$ cat src/logic/cmpc_defines.vh
// Purpose: shared constants for the comparator control block
// Assumes: AHB-Lite word registers, one block of four words per comparator
// Notes: offsets are byte addresses; bit positions refer to the low byte
`ifndef CMPC_DEFINES_VH
`define CMPC_DEFINES_VH

// ------------------------------------------------------------
// register map
// ------------------------------------------------------------
`define CMPC_STRIDE 8'h10
`define CMPC_OFS_CTRL 8'h00
`define CMPC_OFS_MODE 8'h04
`define CMPC_OFS_CHSEL 8'h08
`define CMPC_OFS_AUX 8'h0c

// ------------------------------------------------------------
// field positions
// ------------------------------------------------------------
`define CMPC_CTRL_EN 7
`define CMPC_CTRL_OUT 6
`define CMPC_CTRL_RISE 5
`define CMPC_CTRL_FALL 4
`define CMPC_MODE_INV 6
`define CMPC_MODE_RIE 5
`define CMPC_MODE_FIE 4
`define CMPC_AUX_HOLD 0

// ------------------------------------------------------------
// reset values and encodings
// ------------------------------------------------------------
`define CMPC_RST_HYST 2'h0
`define CMPC_RST_TOPO 2'h0
`define CMPC_RST_RESP 2'h2
`define CMPC_RST_CHSEL 8'h00
`define CMPC_TOPO_DIRECT 2'h0
`define CMPC_TOPO_NEG_GND 2'h1
`define CMPC_TOPO_NEG_DAC 2'h2
`define CMPC_TOPO_POS_DAC 2'h3
`define CMPC_CODE_INT 4'ha
`define CMPC_CODE_VDD 4'hb
`define CMPC_SEL_W 12

`endif

$ cat src/logic/cmpc_ahb.v
// Purpose: AHB-Lite slave front end for the comparator registers
// Assumes: zero wait states, single word transfers
// Notes: write data is committed in the data phase; reads are flagged in the address phase
`timescale 1ns/10ps
`default_nettype none
module cmpc_ahb (
  // clock and reset
  input wire clk_sys,
  input wire rst,
  // ahb-lite slave
  input wire hsel,
  input wire [7:0] haddr,
  input wire [1:0] htrans,
  input wire hwrite,
  input wire [2:0] hsize,
  input wire hready,
  input wire [31:0] hwdata,
  output wire hreadyout,
  output wire hresp,
  // register side
  output wire wr_stb,
  output wire [7:0] wr_addr,
  output wire [7:0] wr_data,
  output wire rd_stb,
  output wire [7:0] rd_addr
);

  reg wr_pend_ff;
  reg [7:0] wr_addr_ff;
  wire take;

  // a transfer is taken only when the bus is ready and htrans is nonseq or seq
  assign take = hsel & htrans[1] & hready;

  // remember write address phase; hsize unused since only words are issued
  always @(posedge clk_sys) begin
    if (rst) begin
      wr_pend_ff <= 1'b0;
      wr_addr_ff <= 8'h00;
    end else begin
      wr_pend_ff <= take & hwrite;
      if (take & hwrite) begin
        wr_addr_ff <= {haddr[7:2], 2'b00};
      end
    end
  end

  // never stall, always okay
  assign hreadyout = 1'b1;
  assign hresp = 1'b0;
  assign wr_stb = wr_pend_ff;
  assign wr_addr = wr_addr_ff;
  assign wr_data = hwdata[7:0];
  assign rd_stb = take & ~hwrite;
  assign rd_addr = {haddr[7:2], 2'b00};

endmodule
`default_nettype wire

$ cat src/logic/cmpc_chan.v
// Purpose: output path of one comparator: inversion, hold, synchroniser, edges
// Assumes: raw result is asynchronous; capture channel is on clk_sys
// Notes: while held, both outputs show the last synchronised value
`timescale 1ns/10ps
`default_nettype none
module cmpc_chan (
  // clock and reset
  input wire clk_sys,
  input wire rst,
  // analog result and controls
  input wire raw_gt,
  input wire enable,
  input wire invert,
  input wire hold_en,
  input wire capture,
  // outputs
  output wire async_out,
  output wire sync_out,
  output wire state,
  output wire rise_pulse,
  output wire fall_pulse
);

  reg sync1_ff;
  reg sync2_ff;
  reg hold_ff;
  reg prev_ff;
  wire inv_raw;
  wire holding;
  wire held_sync;

  // inversion is applied on both the raw and the synchronised path so every consumer sees it
  assign inv_raw = raw_gt ^ invert;
  assign holding = hold_en & ~capture;

  // two-flop synchroniser on the raw pin alone; inversion comes after the
  // second flop, and only async_out reads the unsynchronised level
  always @(posedge clk_sys) begin
    if (rst) begin
      sync1_ff <= 1'b0;
      sync2_ff <= 1'b0;
      hold_ff <= 1'b0;
      prev_ff <= 1'b0;
    end else begin
      sync1_ff <= raw_gt;
      sync2_ff <= sync1_ff;
      if (!holding) begin
        hold_ff <= sync2_ff ^ invert;
      end
      prev_ff <= sync_out;
    end
  end

  assign held_sync = holding ? hold_ff : (sync2_ff ^ invert);
  // disabled comparator drives its outputs low
  assign async_out = enable & (holding ? hold_ff : inv_raw);
  assign sync_out = enable & held_sync;
  assign state = sync_out;
  // edges of the synchronised output only, so a glitch on raw cannot double-set
  assign rise_pulse = sync_out & ~prev_ff;
  assign fall_pulse = ~sync_out & prev_ff;

endmodule
`default_nettype wire

$ cat src/logic/cmpc_top.v
// Purpose: control logic for two analog comparators behind an AHB-Lite slave
// Assumes: one clock clk_sys at 25 MHz, synchronous active-high reset
// Notes: analog mux and topology controls are one-hot/level outputs to the analog macro
//
// The AHB-Lite interface to the registers and the address map were decided locally.
`timescale 1ns/10ps
`default_nettype none
`include "cmpc_defines.vh"
module cmpc_top #(
  parameter NCMP = 2
) (
  // clock and reset
  input wire clk_sys,
  input wire rst,
  // ahb-lite slave
  input wire hsel,
  input wire [7:0] haddr,
  input wire [1:0] htrans,
  input wire hwrite,
  input wire [2:0] hsize,
  input wire hready,
  input wire [31:0] hwdata,
  output wire hreadyout,
  output wire hresp,
  output wire [31:0] hrdata,
  // analog comparator results, asynchronous
  input wire [1:0] cmp_raw_gt,
  // counter-array capture channel two output
  input wire capture_channel_two_output,
  // analog controls, first comparator in low bits
  output wire [1:0] cmp_power_on,
  output wire [23:0] pos_sel_onehot,
  output wire [23:0] neg_sel_onehot,
  output wire [1:0] dac_on_pos,
  output wire [1:0] dac_on_neg,
  output wire [1:0] neg_to_ground,
  output wire [3:0] pos_hyst,
  output wire [3:0] neg_hyst,
  output wire [3:0] resp_mode,
  // crossbar and system outputs
  output wire [1:0] sync_out,
  output wire [1:0] async_out,
  output wire reset_source,
  output wire kill_trigger,
  output wire [1:0] cmp_irq
);

  // ------------------------------------------------------------
  // select code decode
  // ------------------------------------------------------------
  // bit n<nports is port n, bit 10 internal node (regulator or ground), bit 11 supply
  function [`CMPC_SEL_W-1:0] sel_dec;
    input [3:0] code;
    input [3:0] nports;
    begin
      sel_dec = {`CMPC_SEL_W{1'b0}};
      if (code < nports) begin
        sel_dec[code] = 1'b1;
      end else if (code == `CMPC_CODE_INT) begin
        sel_dec[10] = 1'b1;
      end else if (code == `CMPC_CODE_VDD) begin
        sel_dec[11] = 1'b1;
      end
    end
  endfunction

  // ------------------------------------------------------------
  // bus front end
  // ------------------------------------------------------------
  wire wr_stb;
  wire [7:0] wr_addr;
  wire [7:0] wr_data;
  wire rd_stb;
  wire [7:0] rd_addr;
  reg [31:0] hrdata_ff;
  wire [7:0] rd_byte [0:NCMP-1];
  wire [NCMP-1:0] rd_hit;
  // reset select word split into nibbles on purpose, no silent truncation
  localparam [7:0] RST_CHSEL = `CMPC_RST_CHSEL;

  cmpc_ahb u_ahb (
    .clk_sys(clk_sys),
    .rst(rst),
    .hsel(hsel),
    .haddr(haddr),
    .htrans(htrans),
    .hwrite(hwrite),
    .hsize(hsize),
    .hready(hready),
    .hwdata(hwdata),
    .hreadyout(hreadyout),
    .hresp(hresp),
    .wr_stb(wr_stb),
    .wr_addr(wr_addr),
    .wr_data(wr_data),
    .rd_stb(rd_stb),
    .rd_addr(rd_addr)
  );

  // ------------------------------------------------------------
  // per-comparator registers and output path
  // ------------------------------------------------------------
  genvar gi;
  generate
    for (gi = 0; gi < NCMP; gi = gi + 1) begin : g_cmp
      localparam [31:0] BASE_W = `CMPC_STRIDE * gi;
      localparam [7:0] BASE = BASE_W[7:0];
      // port count: ten on both muxes of the first comparator, nine on the second comparator
      localparam [3:0] NPOS = (gi == 0) ? 4'ha : 4'h9;
      localparam [3:0] NNEG = (gi == 0) ? 4'ha : 4'h9;
      reg en_ff;
      reg rise_ff;
      reg fall_ff;
      reg [1:0] hyp_ff;
      reg [1:0] hyn_ff;
      reg inv_ff;
      reg rie_ff;
      reg fie_ff;
      reg [1:0] topo_ff;
      reg [1:0] resp_ff;
      reg [3:0] psel_ff;
      reg [3:0] nsel_ff;
      reg hold_ff;
      reg [7:0] rd_mux;
      wire wr_ctrl;
      wire wr_mode;
      wire wr_chsel;
      wire wr_aux;
      wire st;
      wire rise_p;
      wire fall_p;
      wire [`CMPC_SEL_W-1:0] pdec;
      wire [`CMPC_SEL_W-1:0] ndec;

      assign wr_ctrl = wr_stb & (wr_addr == BASE + `CMPC_OFS_CTRL);
      assign wr_mode = wr_stb & (wr_addr == BASE + `CMPC_OFS_MODE);
      assign wr_chsel = wr_stb & (wr_addr == BASE + `CMPC_OFS_CHSEL);
      assign wr_aux = wr_stb & (wr_addr == BASE + `CMPC_OFS_AUX);

      // control register; flags cleared by writing 0, a new edge in the
      // same cycle wins so no event is lost
      always @(posedge clk_sys) begin
        if (rst) begin
          en_ff <= 1'b0;
          rise_ff <= 1'b0;
          fall_ff <= 1'b0;
          hyp_ff <= `CMPC_RST_HYST;
          hyn_ff <= `CMPC_RST_HYST;
        end else begin
          if (wr_ctrl) begin
            en_ff <= wr_data[`CMPC_CTRL_EN];
            hyp_ff <= wr_data[3:2];
            hyn_ff <= wr_data[1:0];
          end
          if (rise_p) begin
            rise_ff <= 1'b1;
          end else if (wr_ctrl && !wr_data[`CMPC_CTRL_RISE]) begin
            rise_ff <= 1'b0;
          end
          if (fall_p) begin
            fall_ff <= 1'b1;
          end else if (wr_ctrl && !wr_data[`CMPC_CTRL_FALL]) begin
            fall_ff <= 1'b0;
          end
        end
      end

      // mode, channel select and auxiliary registers
      always @(posedge clk_sys) begin
        if (rst) begin
          inv_ff <= 1'b0;
          rie_ff <= 1'b0;
          fie_ff <= 1'b0;
          topo_ff <= `CMPC_RST_TOPO;
          resp_ff <= `CMPC_RST_RESP;
          psel_ff <= RST_CHSEL[7:4];
          nsel_ff <= RST_CHSEL[3:0];
          hold_ff <= 1'b0;
        end else begin
          if (wr_mode) begin
            inv_ff <= wr_data[`CMPC_MODE_INV];
            rie_ff <= wr_data[`CMPC_MODE_RIE];
            fie_ff <= wr_data[`CMPC_MODE_FIE];
            topo_ff <= wr_data[3:2];
            resp_ff <= wr_data[1:0];
          end
          if (wr_chsel) begin
            psel_ff <= wr_data[7:4];
            nsel_ff <= wr_data[3:0];
          end
          if (wr_aux) begin
            hold_ff <= wr_data[`CMPC_AUX_HOLD];
          end
        end
      end

      cmpc_chan u_chan (
        .clk_sys(clk_sys),
        .rst(rst),
        .raw_gt(cmp_raw_gt[gi]),
        .enable(en_ff),
        .invert(inv_ff),
        .hold_en(hold_ff),
        .capture(capture_channel_two_output),
        .async_out(async_out[gi]),
        .sync_out(sync_out[gi]),
        .state(st),
        .rise_pulse(rise_p),
        .fall_pulse(fall_p)
      );

      // mux decode; unlisted codes give all zeros, leaving the input open
      assign pdec = sel_dec(psel_ff, NPOS);
      assign ndec = sel_dec(nsel_ff, NNEG);
      // grounded topology takes the negative input off the mux
      assign pos_sel_onehot[gi*12 +: 12] = pdec;
      assign neg_sel_onehot[gi*12 +: 12] =
        (topo_ff == `CMPC_TOPO_NEG_GND) ? {`CMPC_SEL_W{1'b0}} : ndec;
      assign neg_to_ground[gi] = (topo_ff == `CMPC_TOPO_NEG_GND);
      assign dac_on_neg[gi] = (topo_ff == `CMPC_TOPO_NEG_DAC);
      assign dac_on_pos[gi] = (topo_ff == `CMPC_TOPO_POS_DAC);
      assign cmp_power_on[gi] = en_ff;
      assign pos_hyst[gi*2 +: 2] = hyp_ff;
      assign neg_hyst[gi*2 +: 2] = hyn_ff;
      assign resp_mode[gi*2 +: 2] = resp_ff;
      assign cmp_irq[gi] = (rise_ff & rie_ff) | (fall_ff & fie_ff);

      // read mux for this comparator
      always @* begin
        rd_mux = 8'h00;
        case (rd_addr - BASE)
          `CMPC_OFS_CTRL: begin
            rd_mux = {en_ff, st, rise_ff, fall_ff, hyp_ff, hyn_ff};
          end
          `CMPC_OFS_MODE: begin
            rd_mux = {1'b0, inv_ff, rie_ff, fie_ff, topo_ff, resp_ff};
          end
          `CMPC_OFS_CHSEL: begin
            rd_mux = {psel_ff, nsel_ff};
          end
          `CMPC_OFS_AUX: begin
            rd_mux = {7'h00, hold_ff};
          end
          default: begin
            rd_mux = 8'h00;
          end
        endcase
      end
      assign rd_hit[gi] = (rd_addr >= BASE) && (rd_addr < BASE + `CMPC_STRIDE);
      assign rd_byte[gi] = rd_hit[gi] ? rd_mux : 8'h00;
    end
  endgenerate

  // ------------------------------------------------------------
  // read data register
  // ------------------------------------------------------------
  // unmapped addresses read as zero; captured at the address phase edge
  always @(posedge clk_sys) begin
    if (rst) begin
      hrdata_ff <= 32'h00000000;
    end else if (rd_stb) begin
      hrdata_ff <= {24'h000000, rd_byte[0] | rd_byte[1]};
    end
  end
  assign hrdata = hrdata_ff;

  // first comparator also serves reset and kill logic, after inversion
  assign reset_source = async_out[0];
  assign kill_trigger = async_out[0];

endmodule
`default_nettype wire

$ cat config.mk
export PLATFORM = sky130hd
export DESIGN_NAME = cmpc_top
export DESIGN_NICKNAME = d
export VERILOG_FILES = /design/src/logic/cmpc_ahb.v /design/src/logic/cmpc_chan.v /design/src/logic/cmpc_top.v
export VERILOG_INCLUDE_DIRS = /design/src /design/src/logic
export SDC_FILE = /design/constraint.sdc
export NUM_CORES = 1
export LEC_CHECK = 0
export BUFFER_PORTS_ARGS = -buffer_cell sky130_fd_sc_hd__buf_2
export CORE_ASPECT_RATIO = 0.5
export CORE_MARGIN = 3
export CORE_UTILIZATION = 35
export DETAILED_ROUTE_END_ITERATION = 12
export GPL_TIMING_DRIVEN = 0
export PLACE_DENSITY = 0.65
export SLEW_MARGIN = 25
export SYNTH_ARGS = -nofsm -noshare
export SYNTH_HDL_FRONTEND = slang
export SYNTH_SLANG_ARGS = --single-unit
$ cat constraint.sdc
create_clock -name clk_sys -period 1.6 [get_ports clk_sys]
set_clock_uncertainty 0.1 [all_clocks]
set_input_delay 0.24 -clock clk_sys [delete_from_list [all_inputs] [get_ports clk_sys]]
set_output_delay 0.24 -clock clk_sys [all_outputs]
set_load 0.01 [all_outputs]
==> results of run 1 <==
==> worst register-to-register path, stage by stage (launching register included) <==
cell	delay, ns
dfxtp_2	0.33
nor4b_4	0.27
buf_6	0.17
and3b_1	0.19
buf_6	0.17
mux2i_1	0.20
nor2_1	0.06
==> flip-flops by register name, indices dropped and copies added, names as in the netlist <==
register               cells
g_cmp.topo_ff              4
hrdata                     8
g_cmp.psel_ff              8
g_cmp.hyp_ff               4
g_cmp.u_chan.prev_ff       2
u_ahb.wr_addr              6
g_cmp.inv_ff               2
g_cmp.u_chan.sync2_ff      2
g_cmp.hyn_ff               4
g_cmp.u_chan.hold_ff       2
g_cmp.rie_ff               2
g_cmp.hold_ff              2
g_cmp.resp_ff              4
g_cmp.fie_ff               2
g_cmp.u_chan.sync1_ff      2
g_cmp.en_ff                2
g_cmp.fall_ff              2
g_cmp.nsel_ff              8
g_cmp.rise_ff              2
u_ahb.wr_stb               1
==> cells in the mapped netlist, types with 2 or more instances <==
cell type,n,share of area
nand3_2,3,0.0081
a22o_1,5,0.012
a211oi_1,3,0.0061
or2_2,3,0.0051
o21ai_0,7,0.0095
nand3b_1,2,0.0041
nand2b_1,17,0.029
buf_4,36,0.073
nor2b_1,13,0.022
a21oi_1,3,0.0041
dfxtp_1,69,0.37
xnor2_1,4,0.0095
and3b_1,2,0.0047
nand2_1,16,0.016
nor2_4,2,0.0061
mux4_2,2,0.012
mux2i_1,53,0.14
inv_1,8,0.0081
buf_2,2,0.0027
o2bb2ai_1,8,0.019
nand3_1,5,0.0068
conb_1,2,0.0020
nor3b_1,2,0.0041
a32oi_1,3,0.0071
nor4_1,3,0.0051
clkbuf_1,19,0.019
nor2_1,92,0.093
a221oi_1,5,0.012
and2_1,2,0.0034
a211o_1,2,0.0047
a311oi_1,3,0.0071
nor3_1,23,0.031
==> layer usage <==
layer  vias to the layer above  share of wire  track usage
met5                         -              0            0
met4                         0          0.017       0.0506
met3                        17          0.058       0.0467
met2                       106           0.49        0.297
met1                      1662           0.44        0.237
li1                       1711              -            -
==> cell families (layout without fill, tap and decap cells) <==
family	after synthesis	in the layout	share of synthesized area
AOI/OAI and AO/OA	43	43	0.0914
and+or+nand+nor	192	192	0.261
xor gates and xnor gates	4	4	0.00947
buffers and inverters	67	188	0.107
muxes	55	55	0.156
DFF	69	69	0.374
other	2	28	0.00203
==> cell usage in the layout, fill, tap and decap left out, drive strengths merged, types with 3 or more instances in the layout <==
cell and instances:
nor4 3, nor2 94, conb 28, o2bb2ai 8, nand3 8, a311oi 3
a22o 5, mux2i 53, a221oi 5, a32oi 3, nor2b 14, nor3 23
a211oi 4, nand2 16, dfxtp 69, or2 3, clkbuf 21, nand2b 17
a21oi 3, inv 8, nand3b 3, o21ai 7, xnor2 4, buf 155
==> through the flow <==
stage	setup WS, ns	std cells	area, um^2	utilization	setup TNS [ns]
global route	-0.183	714	5290	0.537	-3.21
CTS	-0.158	709	4990	0.507	-1.23
finish	-0.116	714	5290	0.537	-0.992
detailed placement	-0.306	695	4470	0.454	-9.24
global placement	-0.303	695	4470	0.454	-8.65
floorplan	0.0505	458	3790	-	0
==> worst paths after layout <==
check / depth (start not counted) / slack, ns / start / endpoint
max: 4 / -0.12 / g_cmp[0].topo_ff[0]$_SDFFE_PP0P_ / neg_sel_onehot[0]
min: 2 / 0.05 / cmp_raw_gt[1] / g_cmp[1].u_chan.sync1_ff$_SDFF_PP0_
max reg2reg: 6 / -0.03 / u_ahb.wr_addr[6]$_SDFFE_PP0P_ / g_cmp[0].resp_ff[0]$_SDFFE_PP0P_
min reg2reg: 1 / 0.33 / g_cmp[1].u_chan.prev_ff$_SDFF_PP0_ / g_cmp[1].rise_ff$_SDFFE_PP0P_
==> power groups by stage <==
| stage | combinational [mW] | clock (mW) | sequential (mW) |
|---|---|---|---|
| 4_1_cts | 0.297 | 2.01 | 1.74 |
| 3_3_place_gp | 0.289 | 0 | 1.78 |
| 3_5_place_dp | 0.290 | 0 | 1.78 |
| 5_1_grt | 0.342 | 2.08 | 1.74 |
| 6_report | 0.313 | 1.99 | 1.74 |
| 2_1_floorplan | 0.187 | 0 | 1.79 |
==> cell type report <==
cell class	instances	area share
inverters	8	0.00615
repair buffers	118	0.129
flip-flops and latches	69	0.270
plain buffers	47	0.0598
well taps	135	0.0319
clock buffers	11	0.0477
clock inverters	4	0.00898
multi-input cells	322	0.446
==> repair_timing <==
item / in CTS / in global routing
setup endpoints to repair: 73 / 89
cloned: 0 / 0
gates resized for setup: 56 / 63
hold endpoints to repair: 0 / 0
buffers inserted: 9 / 7
pin swaps: 11 / 18
==> run_summary.xml, run 1 <==
<?xml version="1.0" encoding="UTF-8"?>
<metrics>
  <group name="setup_path">
    <metric name="critPathLaunchType" unit="">register</metric>
    <metric name="crit_path_end_kind" unit="">output port</metric>
    <metric name="peak_per_stage_delay_on_the_critical_path" unit="ns">0.35</metric>
    <metric name="worstPathArrival" unit="ns">1.38</metric>
    <metric name="timing_worst_setup_path_type" unit="">reg -&gt; out</metric>
    <metric name="critical_path_fanouts_max" unit="">5</metric>
    <metric name="cp_cell_instances" unit="">nor2b_4, or3_4, nor3_2, buf_2</metric>
    <metric name="required" unit="ns">1.26</metric>
    <metric name="crit_buf_inv" unit="">1</metric>
    <metric name="slowest_stage" unit="">or3_4</metric>
    <metric name="cp_top_delay_family" unit="">simple AND/OR/NAND/NOR gates</metric>
  </group>
  <group name="clock_tree">
    <metric name="cts.htree.levels" unit="">3</metric>
    <metric name="buffer_depth_of_the_longest_clock_path" unit="">2</metric>
    <metric name="total_cts_buffers" unit="">9</metric>
    <metric name="clock_insertion_delay_worst_skew" unit="ns">0.34</metric>
    <metric name="tritoncts" unit="">yes</metric>
    <metric name="cts_hold_buf" unit="">0</metric>
    <metric name="root_buffer" unit="">clkbuf_16</metric>
    <metric name="clkSlewWorstSetupHoldPaths" unit="ns">0.05</metric>
    <metric name="cts_num_sinks" unit="">69</metric>
  </group>
  <group name="route">
    <metric name="drtPass1Iterations" unit="">4</metric>
    <metric name="routed_wirelength" unit="um">11400</metric>
    <metric name="dr_total_vias" unit="">3496</metric>
    <metric name="vias_per_cell" unit="">4.90</metric>
    <metric name="route.detailed.wl_per_inst" unit="um">15.9</metric>
    <metric name="dr.first_iter.drc_count" unit="">196</metric>
    <metric name="drt_drc_violations_left" unit="">0</metric>
    <metric name="postRouteAntennaNets" unit="">0</metric>
  </group>
  <group name="floorplanning">
    <metric name="chipHeight" unit="um">78.7</metric>
    <metric name="fp.coreArea" unit="mm^2">0.00985</metric>
    <metric name="num_rows" unit="">25</metric>
    <metric name="fp.dieW" unit="um">151</metric>
    <metric name="design.portCount" unit="">163</metric>
    <metric name="start_util" unit="">0.375</metric>
    <metric name="die-area" unit="mm^2">0.0119</metric>
  </group>
  <group name="timing">
    <metric name="fin_crit" unit="ns">1.72</metric>
    <metric name="final_hold_viol_count" unit="">0</metric>
    <metric name="worst_slew_pin_slew" unit="ns">0.759</metric>
    <metric name="grt_setup_unrepaired" unit="">yes</metric>
    <metric name="min_period_over_period" unit="">1.07</metric>
    <metric name="final.setup.worst_slack" unit="ns">-0.116</metric>
    <metric name="setup_violations" unit="">23</metric>
    <metric name="clock.fmax" unit="GHz">0.583</metric>
    <metric name="final-max-slew-violation-count" unit="">0</metric>
    <metric name="maxSlewHeadroom" unit="">0.492</metric>
    <metric name="timing.hold.ws" unit="ns">0.0516</metric>
  </group>
  <group name="place">
    <metric name="portBuffers" unit="">102</metric>
    <metric name="sum_of_net_half_perimeters_after_detailed_placement" unit="um">7770</metric>
    <metric name="final_wtd_congestion" unit="">0.844</metric>
  </group>
  <group name="global_routing">
    <metric name="grt-ovfl-total" unit="">0</metric>
    <metric name="maximum_number_of_pins_on_one_net_before_global_route_repair" unit="">12</metric>
    <metric name="gr-usage-all-layers" unit="">0.181</metric>
    <metric name="initial_antenna_violation_count" unit="">0</metric>
    <metric name="number_of_global_route_vias_before_repair" unit="">3161</metric>
    <metric name="grt_pass1_wl" unit="um">16700</metric>
  </group>
  <group name="synth">
    <metric name="synth.yosys.seq_area_share" unit="">0.374</metric>
    <metric name="synth_cell_type_count" unit="">45</metric>
    <metric name="cell_area_after_technology_mapping" unit="mm^2">0.00370</metric>
    <metric name="ys_async_sr_fraction" unit="">0</metric>
    <metric name="ff_latch_count_synth" unit="">69</metric>
    <metric name="syn-mean-instance-area" unit="um^2">8.56</metric>
    <metric name="synth_edf_count" unit="">0</metric>
    <metric name="dominantRegCellSynth" unit="">dfxtp_1</metric>
    <metric name="yosysWarnings" unit="">0</metric>
    <metric name="postSynthCellCount" unit="">432</metric>
  </group>
  <group name="power">
    <metric name="power.total" unit="mW">4.04</metric>
    <metric name="power_frac_seq" unit="">0.431</metric>
    <metric name="comb_power_frac" unit="">0.078</metric>
    <metric name="power.leakage" unit="nW">2.50</metric>
    <metric name="cellPowerDensity" unit="mW/mm^2">763</metric>
    <metric name="power_switching_share" unit="">0.226</metric>
    <metric name="power.net_switching" unit="uW">915</metric>
    <metric name="maximum_resistive_drop_on_vdd" unit="V">0.000588</metric>
    <metric name="intPower" unit="mW">3.13</metric>
    <metric name="clock_power_share" unit="">0.492</metric>
  </group>
  <group name="finish">
    <metric name="area.growth.synth_to_final" unit="%">43.2</metric>
    <metric name="drive_gt1_frac" unit="">0.447</metric>
    <metric name="num-fill-cells" unit="">931</metric>
    <metric name="antenna_cells_inserted" unit="">0</metric>
    <metric name="multiInputGateArea" unit="mm^2">0.00236</metric>
    <metric name="layout.area.seq" unit="mm^2">0.00143</metric>
    <metric name="layout.nets" unit="">628</metric>
  </group>
  <group name="outcome">
    <metric name="failed_checks" unit="">negative setup slack</metric>
    <metric name="outcome" unit="">finished with violations</metric>
  </group>
  <group name="min_path">
    <metric name="worst_min_delay_path_category" unit="">in -&gt; reg</metric>
  </group>
  <group name="flow_run">
    <metric name="max_cap_violations" unit="">0</metric>
  </group>
</metrics>
Note: power is estimated with default switching activity, not from simulation.
==> run 2, diff against run 1 <==
- CORE_MARGIN: 3 -> not set
- PLACE_DENSITY: 0.65 -> 0.62
- SLEW_MARGIN: 25 -> 20
- clock period: 1.6 -> 2 ns (I/O delays scaled with it)
==> run 2 against run 1 <==
The run now ends clean. Count of clock-buffer cells in the layout fell by 1. Worst hold slack improved by 0.049 ns. Setup slack improved by 0.18 ns. Non-clock buffer count fell by 3. Largest power group unchanged.
==> run_summary.xml, run 2 (synthesis gave the netlist of run 1 again) <==
<?xml version="1.0" encoding="UTF-8"?>
<metrics>
  <group name="floorplanning">
    <metric name="fp.coreArea" unit="mm^2">0.0102</metric>
    <metric name="die-area" unit="mm^2">0.0110</metric>
    <metric name="chipHeight" unit="um">74.7</metric>
    <metric name="fp.dieW" unit="um">147</metric>
    <metric name="num_rows" unit="">26</metric>
    <metric name="start_util" unit="">0.361</metric>
    <metric name="design.portCount" unit="">163</metric>
  </group>
  <group name="power">
    <metric name="cellPowerDensity" unit="mW/mm^2">715</metric>
    <metric name="power_switching_share" unit="">0.217</metric>
    <metric name="comb_power_frac" unit="">0.068</metric>
    <metric name="power_frac_seq" unit="">0.401</metric>
    <metric name="power.net_switching" unit="uW">758</metric>
    <metric name="power.leakage" unit="nW">2.38</metric>
    <metric name="power.total" unit="mW">3.49</metric>
    <metric name="clock_power_share" unit="">0.531</metric>
    <metric name="intPower" unit="mW">2.73</metric>
    <metric name="maximum_resistive_drop_on_vdd" unit="V">0.000410</metric>
  </group>
  <group name="timing">
    <metric name="setup_violations" unit="">0</metric>
    <metric name="timing.hold.ws" unit="ns">0.100</metric>
    <metric name="maxSlewHeadroom" unit="">0.514</metric>
    <metric name="min_period_over_period" unit="">0.968</metric>
    <metric name="grt_setup_unrepaired" unit="">no</metric>
    <metric name="final_hold_viol_count" unit="">0</metric>
    <metric name="fin_crit" unit="ns">1.94</metric>
    <metric name="worst_slew_pin_slew" unit="ns">0.726</metric>
    <metric name="clock.fmax" unit="GHz">0.517</metric>
    <metric name="setup_tns" unit="ns">0</metric>
    <metric name="final-max-slew-violation-count" unit="">0</metric>
  </group>
  <group name="clock_tree">
    <metric name="cts.htree.levels" unit="">3</metric>
    <metric name="cts_num_sinks" unit="">69</metric>
    <metric name="root_buffer" unit="">clkbuf_16</metric>
    <metric name="clock_insertion_delay_worst_skew" unit="ns">0.34</metric>
    <metric name="tritoncts" unit="">yes</metric>
    <metric name="cts_hold_buf" unit="">0</metric>
    <metric name="buffer_depth_of_the_longest_clock_path" unit="">2</metric>
    <metric name="clkSlewWorstSetupHoldPaths" unit="ns">0.06</metric>
    <metric name="total_cts_buffers" unit="">9</metric>
  </group>
  <group name="finish">
    <metric name="final_cell_area" unit="mm^2">0.00488</metric>
    <metric name="mostFrequentLayoutCells" unit="">buf_2, nor2_1, dfxtp_1, mux2i_1, buf_4</metric>
    <metric name="mostFrequentLayoutCell" unit="">buf_2</metric>
    <metric name="drive_gt1_frac" unit="">0.314</metric>
    <metric name="antenna_cells_inserted" unit="">0</metric>
    <metric name="post-route-util" unit="">0.476</metric>
    <metric name="num-fill-cells" unit="">1049</metric>
    <metric name="layout.nets" unit="">625</metric>
    <metric name="area.growth.synth_to_final" unit="%">32.0</metric>
  </group>
  <group name="route">
    <metric name="postRouteAntennaNets" unit="">0</metric>
    <metric name="dr_total_vias" unit="">3393</metric>
    <metric name="vias_per_cell" unit="">4.73</metric>
    <metric name="route.detailed.wl_per_inst" unit="um">14.1</metric>
    <metric name="drtPass1Iterations" unit="">4</metric>
    <metric name="routed_wirelength" unit="um">10100</metric>
    <metric name="dr.first_iter.drc_count" unit="">192</metric>
    <metric name="drt_drc_violations_left" unit="">0</metric>
  </group>
  <group name="global_routing">
    <metric name="grt_pass1_wl" unit="um">14900</metric>
    <metric name="maximum_number_of_pins_on_one_net_before_global_route_repair" unit="">13</metric>
    <metric name="initial_antenna_violation_count" unit="">0</metric>
    <metric name="number_of_global_route_vias_before_repair" unit="">2812</metric>
    <metric name="grt-ovfl-total" unit="">0</metric>
    <metric name="gr-usage-all-layers" unit="">0.183</metric>
  </group>
  <group name="setup_path">
    <metric name="crit_path_end_kind" unit="">output port</metric>
    <metric name="timing_worst_setup_path_type" unit="">reg -&gt; out</metric>
    <metric name="required" unit="ns">1.60</metric>
    <metric name="worstPathArrival" unit="ns">1.54</metric>
    <metric name="timing.critical_path.from" unit="">g_cmp[1].hold_ff$_SDFFE_PP0P_</metric>
    <metric name="critPathLaunchType" unit="">register</metric>
    <metric name="critical_path_fanouts_max" unit="">4</metric>
    <metric name="rr_startpoint" unit="">g_cmp[1].inv_ff$_SDFFE_PP0P_</metric>
    <metric name="worst_r2r_path_depth" unit="">4</metric>
  </group>
  <group name="place">
    <metric name="final_wtd_congestion" unit="">0.824</metric>
    <metric name="portBuffers" unit="">102</metric>
    <metric name="dp_area" unit="mm^2">0.00448</metric>
    <metric name="sum_of_net_half_perimeters_after_detailed_placement" unit="um">7440</metric>
  </group>
  <group name="min_path">
    <metric name="hold_path_startpoint" unit="">cmp_raw_gt[1]</metric>
    <metric name="hold_depth" unit="">2</metric>
    <metric name="worst_min_delay_path_category" unit="">in -&gt; reg</metric>
  </group>
  <group name="flow_run">
    <metric name="max_cap_violations" unit="">0</metric>
  </group>
  <group name="outcome">
    <metric name="outcome" unit="">complete, no violations</metric>
  </group>
</metrics>
run 2: changes by cell type in the layout (fill, tap and decap cells not counted), sizes merged:
cell | previous run | this run
clkinvlp | 1 | 2
clkbuf | 21 | 29
buf | 155 | 143
clkinv | 2 | 1
bufinv | 1 | 3
run 2: stage by stage:
stage	cells	worst slack, ns
floorplan	458	0.451
global placement	700	0.0131
detailed placement	700	0.00974
CTS	716	0.0183
global route	717	0.00234
finish	717	0.0640
run 2: path summary, 6_finish.rpt:
check,to,slack [ns]
min,g_cmp[1].u_chan.sync1_ff$_SDFF_PP0_,0.10
min reg2reg,g_cmp[1].u_chan.sync2_ff$_SDFF_PP0_,0.33
max reg2reg,hrdata[6]$_SDFFE_PP0P_,0.18
max,sync_out[1],0.06
run 2: power groups by stage:
stage,Clock [mW],Sequential (mW),Combinational (mW)
after floorplan,0,1.43,0.149
after global placement,0,1.43,0.232
after detailed placement,0,1.43,0.233
after CTS,1.88,1.40,0.234
after global routing,1.93,1.40,0.258
final,1.85,1.40,0.238
run 2: layout make-up:
| class | instances | area, um^2 | area share |
|---|---|---|---|
| inverter | 8 | 30.0 | 0.00615 |
| tap | 140 | 175 | 0.0359 |
| multi-input combinational | 322 | 2060 | 0.422 |
| clock inverter | 6 | 110 | 0.0226 |
| sequential | 69 | 1380 | 0.284 |
| clock buffer | 10 | 239 | 0.0490 |
| buffer | 59 | 367 | 0.0751 |
| timing repair buffer | 103 | 518 | 0.106 |
run 2: what timing repair did:
action | in CTS | in global routing
pin swaps | 0 | 2
gates resized for setup | 2 | 7
setup endpoints to repair | 1 | 6
buffers inserted | 0 | 1
run 2: layer usage:
| layer | track usage | share of wire | vias to the layer above |
|---|---|---|---|
| met3 | 0.0491 | 0.066 | 12 |
| met1 | 0.239 | 0.48 | 1569 |
| met2 | 0.292 | 0.44 | 104 |
| met5 | 0 | 0 | - |
| met4 | 0.0722 | 0.013 | 0 |
| li1 | - | - | 1708 |
run 2: critical path, stage by stage, from the launching register on:
cell and delay (ns):
dfxtp_2 0.40, nand2b_4 0.08, or2_2 0.29, nand3_2 0.10, inv_1 0.06, buf_4 0.12, buf_2 0.13
==> run 3, diff against run 2 <==
- ABC_AREA: not set -> 1
==> run 3 against run 2 <==
Worst hold slack worse by 0.038 ns. Die area is 0.83% higher. Sequential share of layout area is 0.29 points higher. Via count is 13% higher. Flip-flop and latch count stayed put. Maximum frequency is 4.9% higher. Utilization is 0.72 points lower. Sequential power hardly changed. Setup slack better by 0.091 ns.
==> run_summary.xml, run 3 <==
<?xml version="1.0" encoding="UTF-8"?>
<metrics>
  <group name="synth">
    <metric name="postSynthCellCount" unit="">538</metric>
    <metric name="ys_async_sr_fraction" unit="">0</metric>
    <metric name="yosysTopAreaCell" unit="">dfxtp_1</metric>
    <metric name="syn-mean-instance-area" unit="um^2">6.93</metric>
    <metric name="synth_top_cells_by_count" unit="">nor2_1, nand2_1, dfxtp_1, o21ai_0, inv_1</metric>
    <metric name="yosysWarnings" unit="">0</metric>
    <metric name="ff_latch_count_synth" unit="">69</metric>
    <metric name="most_frequent_cell_after_synthesis" unit="">nor2_1</metric>
    <metric name="synth_edf_count" unit="">0</metric>
    <metric name="synth.yosys.seq_area_share" unit="">0.370</metric>
    <metric name="dominantRegCellSynth" unit="">dfxtp_1</metric>
    <metric name="yosysTopAreaCellShare" unit="">0.370</metric>
    <metric name="synth_cell_type_count" unit="">32</metric>
    <metric name="cell_area_after_technology_mapping" unit="mm^2">0.00373</metric>
    <metric name="yosys-top-cells-area" unit="">dfxtp_1, nor2_1, buf_4</metric>
  </group>
  <group name="floorplanning">
    <metric name="fp.dieW" unit="um">148</metric>
    <metric name="fp.coreArea" unit="mm^2">0.0103</metric>
    <metric name="design.portCount" unit="">163</metric>
    <metric name="num_rows" unit="">26</metric>
    <metric name="chipHeight" unit="um">75.0</metric>
    <metric name="die-area" unit="mm^2">0.0111</metric>
    <metric name="start_util" unit="">0.363</metric>
  </group>
  <group name="min_path">
    <metric name="worst_min_delay_path_category" unit="">in -&gt; reg</metric>
    <metric name="hold_end" unit="">g_cmp[1].fall_ff$_SDFFE_PP0P_</metric>
    <metric name="hold_depth" unit="">2</metric>
    <metric name="hold_path_startpoint" unit="">rst</metric>
  </group>
  <group name="global_routing">
    <metric name="grt_pass1_wl" unit="um">16700</metric>
    <metric name="gr_util_met3" unit="">0.0430</metric>
    <metric name="initial_antenna_violation_count" unit="">0</metric>
    <metric name="grt_use_met2" unit="">0.309</metric>
    <metric name="grt-ovfl-total" unit="">0</metric>
    <metric name="met1_track_demand_over_resource" unit="">0.279</metric>
    <metric name="grt_busiest_layer" unit="">met2</metric>
    <metric name="number_of_global_route_vias_before_repair" unit="">3227</metric>
    <metric name="maximum_number_of_pins_on_one_net_before_global_route_repair" unit="">11</metric>
    <metric name="gr-usage-all-layers" unit="">0.200</metric>
  </group>
  <group name="place">
    <metric name="portBuffers" unit="">104</metric>
    <metric name="final_wtd_congestion" unit="">0.832</metric>
    <metric name="sum_of_net_half_perimeters_after_detailed_placement" unit="um">8540</metric>
  </group>
  <group name="route">
    <metric name="dr_total_vias" unit="">3841</metric>
    <metric name="vias_per_cell" unit="">4.67</metric>
    <metric name="dr.first_iter.drc_count" unit="">238</metric>
    <metric name="drtPass1Iterations" unit="">4</metric>
    <metric name="drt_drc_violations_left" unit="">0</metric>
    <metric name="routed_wirelength" unit="um">11100</metric>
    <metric name="route.detailed.wl_per_inst" unit="um">13.5</metric>
    <metric name="postRouteAntennaNets" unit="">0</metric>
  </group>
  <group name="power">
    <metric name="power.total" unit="mW">3.30</metric>
    <metric name="power.leakage" unit="nW">2.38</metric>
    <metric name="maximum_resistive_drop_on_vdd" unit="V">0.000468</metric>
    <metric name="cellPowerDensity" unit="mW/mm^2">685</metric>
  </group>
  <group name="setup_path">
    <metric name="worstPathArrival" unit="ns">1.45</metric>
    <metric name="critical_path_fanouts_max" unit="">4</metric>
    <metric name="crit_path_end_kind" unit="">output port</metric>
    <metric name="timing_worst_setup_path_type" unit="">reg -&gt; out</metric>
    <metric name="worst_r2r_endpoint" unit="">g_cmp[0].inv_ff$_SDFFE_PP0P_</metric>
    <metric name="worst_r2r_path_depth" unit="">6</metric>
    <metric name="required" unit="ns">1.60</metric>
    <metric name="rrSetupSlack" unit="ns">0.33</metric>
    <metric name="rr_startpoint" unit="">u_ahb.wr_addr[7]$_SDFFE_PP0P_</metric>
    <metric name="critPathLaunchType" unit="">register</metric>
  </group>
  <group name="clock_tree">
    <metric name="cts_num_sinks" unit="">69</metric>
    <metric name="tritoncts" unit="">yes</metric>
    <metric name="clkSlewWorstSetupHoldPaths" unit="ns">0.06</metric>
    <metric name="postCtsResizedCells" unit="">0</metric>
    <metric name="post_cts.repair.setup_buffers" unit="">0</metric>
    <metric name="buffer_depth_of_the_longest_clock_path" unit="">2</metric>
    <metric name="total_cts_buffers" unit="">9</metric>
    <metric name="cts.htree.levels" unit="">3</metric>
    <metric name="root_buffer" unit="">clkbuf_16</metric>
    <metric name="clock_insertion_delay_worst_skew" unit="ns">0.34</metric>
    <metric name="cts_hold_buf" unit="">0</metric>
  </group>
  <group name="timing">
    <metric name="fin_crit" unit="ns">1.85</metric>
    <metric name="grt_setup_unrepaired" unit="">no</metric>
    <metric name="final_hold_viol_count" unit="">0</metric>
    <metric name="worst_slew_pin_slew" unit="ns">0.669</metric>
    <metric name="final-max-slew-violation-count" unit="">0</metric>
    <metric name="clock.fmax" unit="GHz">0.542</metric>
    <metric name="min_period_over_period" unit="">0.923</metric>
    <metric name="maxSlewHeadroom" unit="">0.553</metric>
    <metric name="setup_tns" unit="ns">0</metric>
    <metric name="setup_violations" unit="">0</metric>
    <metric name="timing.hold.ws" unit="ns">0.0617</metric>
  </group>
  <group name="finish">
    <metric name="post-route-util" unit="">0.469</metric>
    <metric name="antenna_cells_inserted" unit="">0</metric>
    <metric name="area.growth.synth_to_final" unit="%">29.3</metric>
    <metric name="mostFrequentLayoutCells" unit="">nor2_1, buf_2, nand2_1, dfxtp_1, o21ai_0</metric>
    <metric name="drive_gt1_frac" unit="">0.286</metric>
    <metric name="layout.nets" unit="">732</metric>
  </group>
  <group name="flow_run">
    <metric name="max_cap_violations" unit="">0</metric>
  </group>
  <group name="outcome">
    <metric name="outcome" unit="">complete, no violations</metric>
  </group>
</metrics>
-- run 3: changes by cell type after synthesis, moves of 28 or more --
| cell | before | now |
|---|---|---|
| nand3_1 | 5 | 33 |
| mux2i_1 | 53 | 0 |
| inv_1 | 8 | 51 |
| a21oi_1 | 3 | 40 |
| nand2_1 | 16 | 71 |
| o21ai_0 | 7 | 53 |
-- run 3: report_power, final --
part	switching (mW)	internal [mW]	total, mW
clock	0.566	1.05	1.62
sequential	0.00999	1.39	1.40
combinational	0.176	0.102	0.278
-- run 3: worst max-delay path by stage --
stage                                        startpoint                endpoint  cells past startpoint
after floorplan              capture_channel_two_output            async_out[0]                      6
after global placement                           hready  hrdata[6]$_SDFFE_PP0P_                      7
after detailed placement                         hready  hrdata[6]$_SDFFE_PP0P_                      7
after CTS                  g_cmp[0].inv_ff$_SDFFE_PP0P_            async_out[0]                      6
after global routing      g_cmp[1].hold_ff$_SDFFE_PP0P_             sync_out[1]                      7
final                      g_cmp[0].inv_ff$_SDFFE_PP0P_            async_out[0]                      6
-- run 3: logic make-up after synthesis --
family	share of synthesized area
flops	0.370
buf+inv	0.148
other cells	0.00201
simple gates	0.332
xor+xnor	0.00235
compound gates	0.145
-- run 3: critical path, cell delays in order (launching register included) --
cell and delay, ns:
dfxtp_1 0.35, inv_1 0.08, o21ai_0 0.15, a21oi_1 0.06
nor2_1 0.21, buf_4 0.15, buf_2 0.11
-- run 3: routing by layer --
layer / routed length [um] / up-vias
met4: 116 / 0
met1: 5210 / 1710
met2: 4720 / 164
met3: 1030 / 11
li1: - / 1956
met5: 0 / -
-- run 3: final cells by class --
cell class / count / area [um^2]
flip-flops and latches: 69 / 1380
repair buffers: 104 / 520
well taps: 140 / 175
multi-input cells: 390 / 1890
plain buffers: 47 / 333
fillers: 1063 / 5460
inverters: 58 / 218
clock inverters: 1 / 30.0
clock buffers: 13 / 270
-- run 3: metrics by stage --
step	setup slack, ns	instance area [um^2]	std cells
6_report	0.155	4820	822
5_1_grt	0.0380	4820	822
4_1_cts	0.144	4820	822
3_5_place_dp	0.175	4520	808
3_3_place_gp	0.202	4520	808
2_1_floorplan	0.619	3830	564
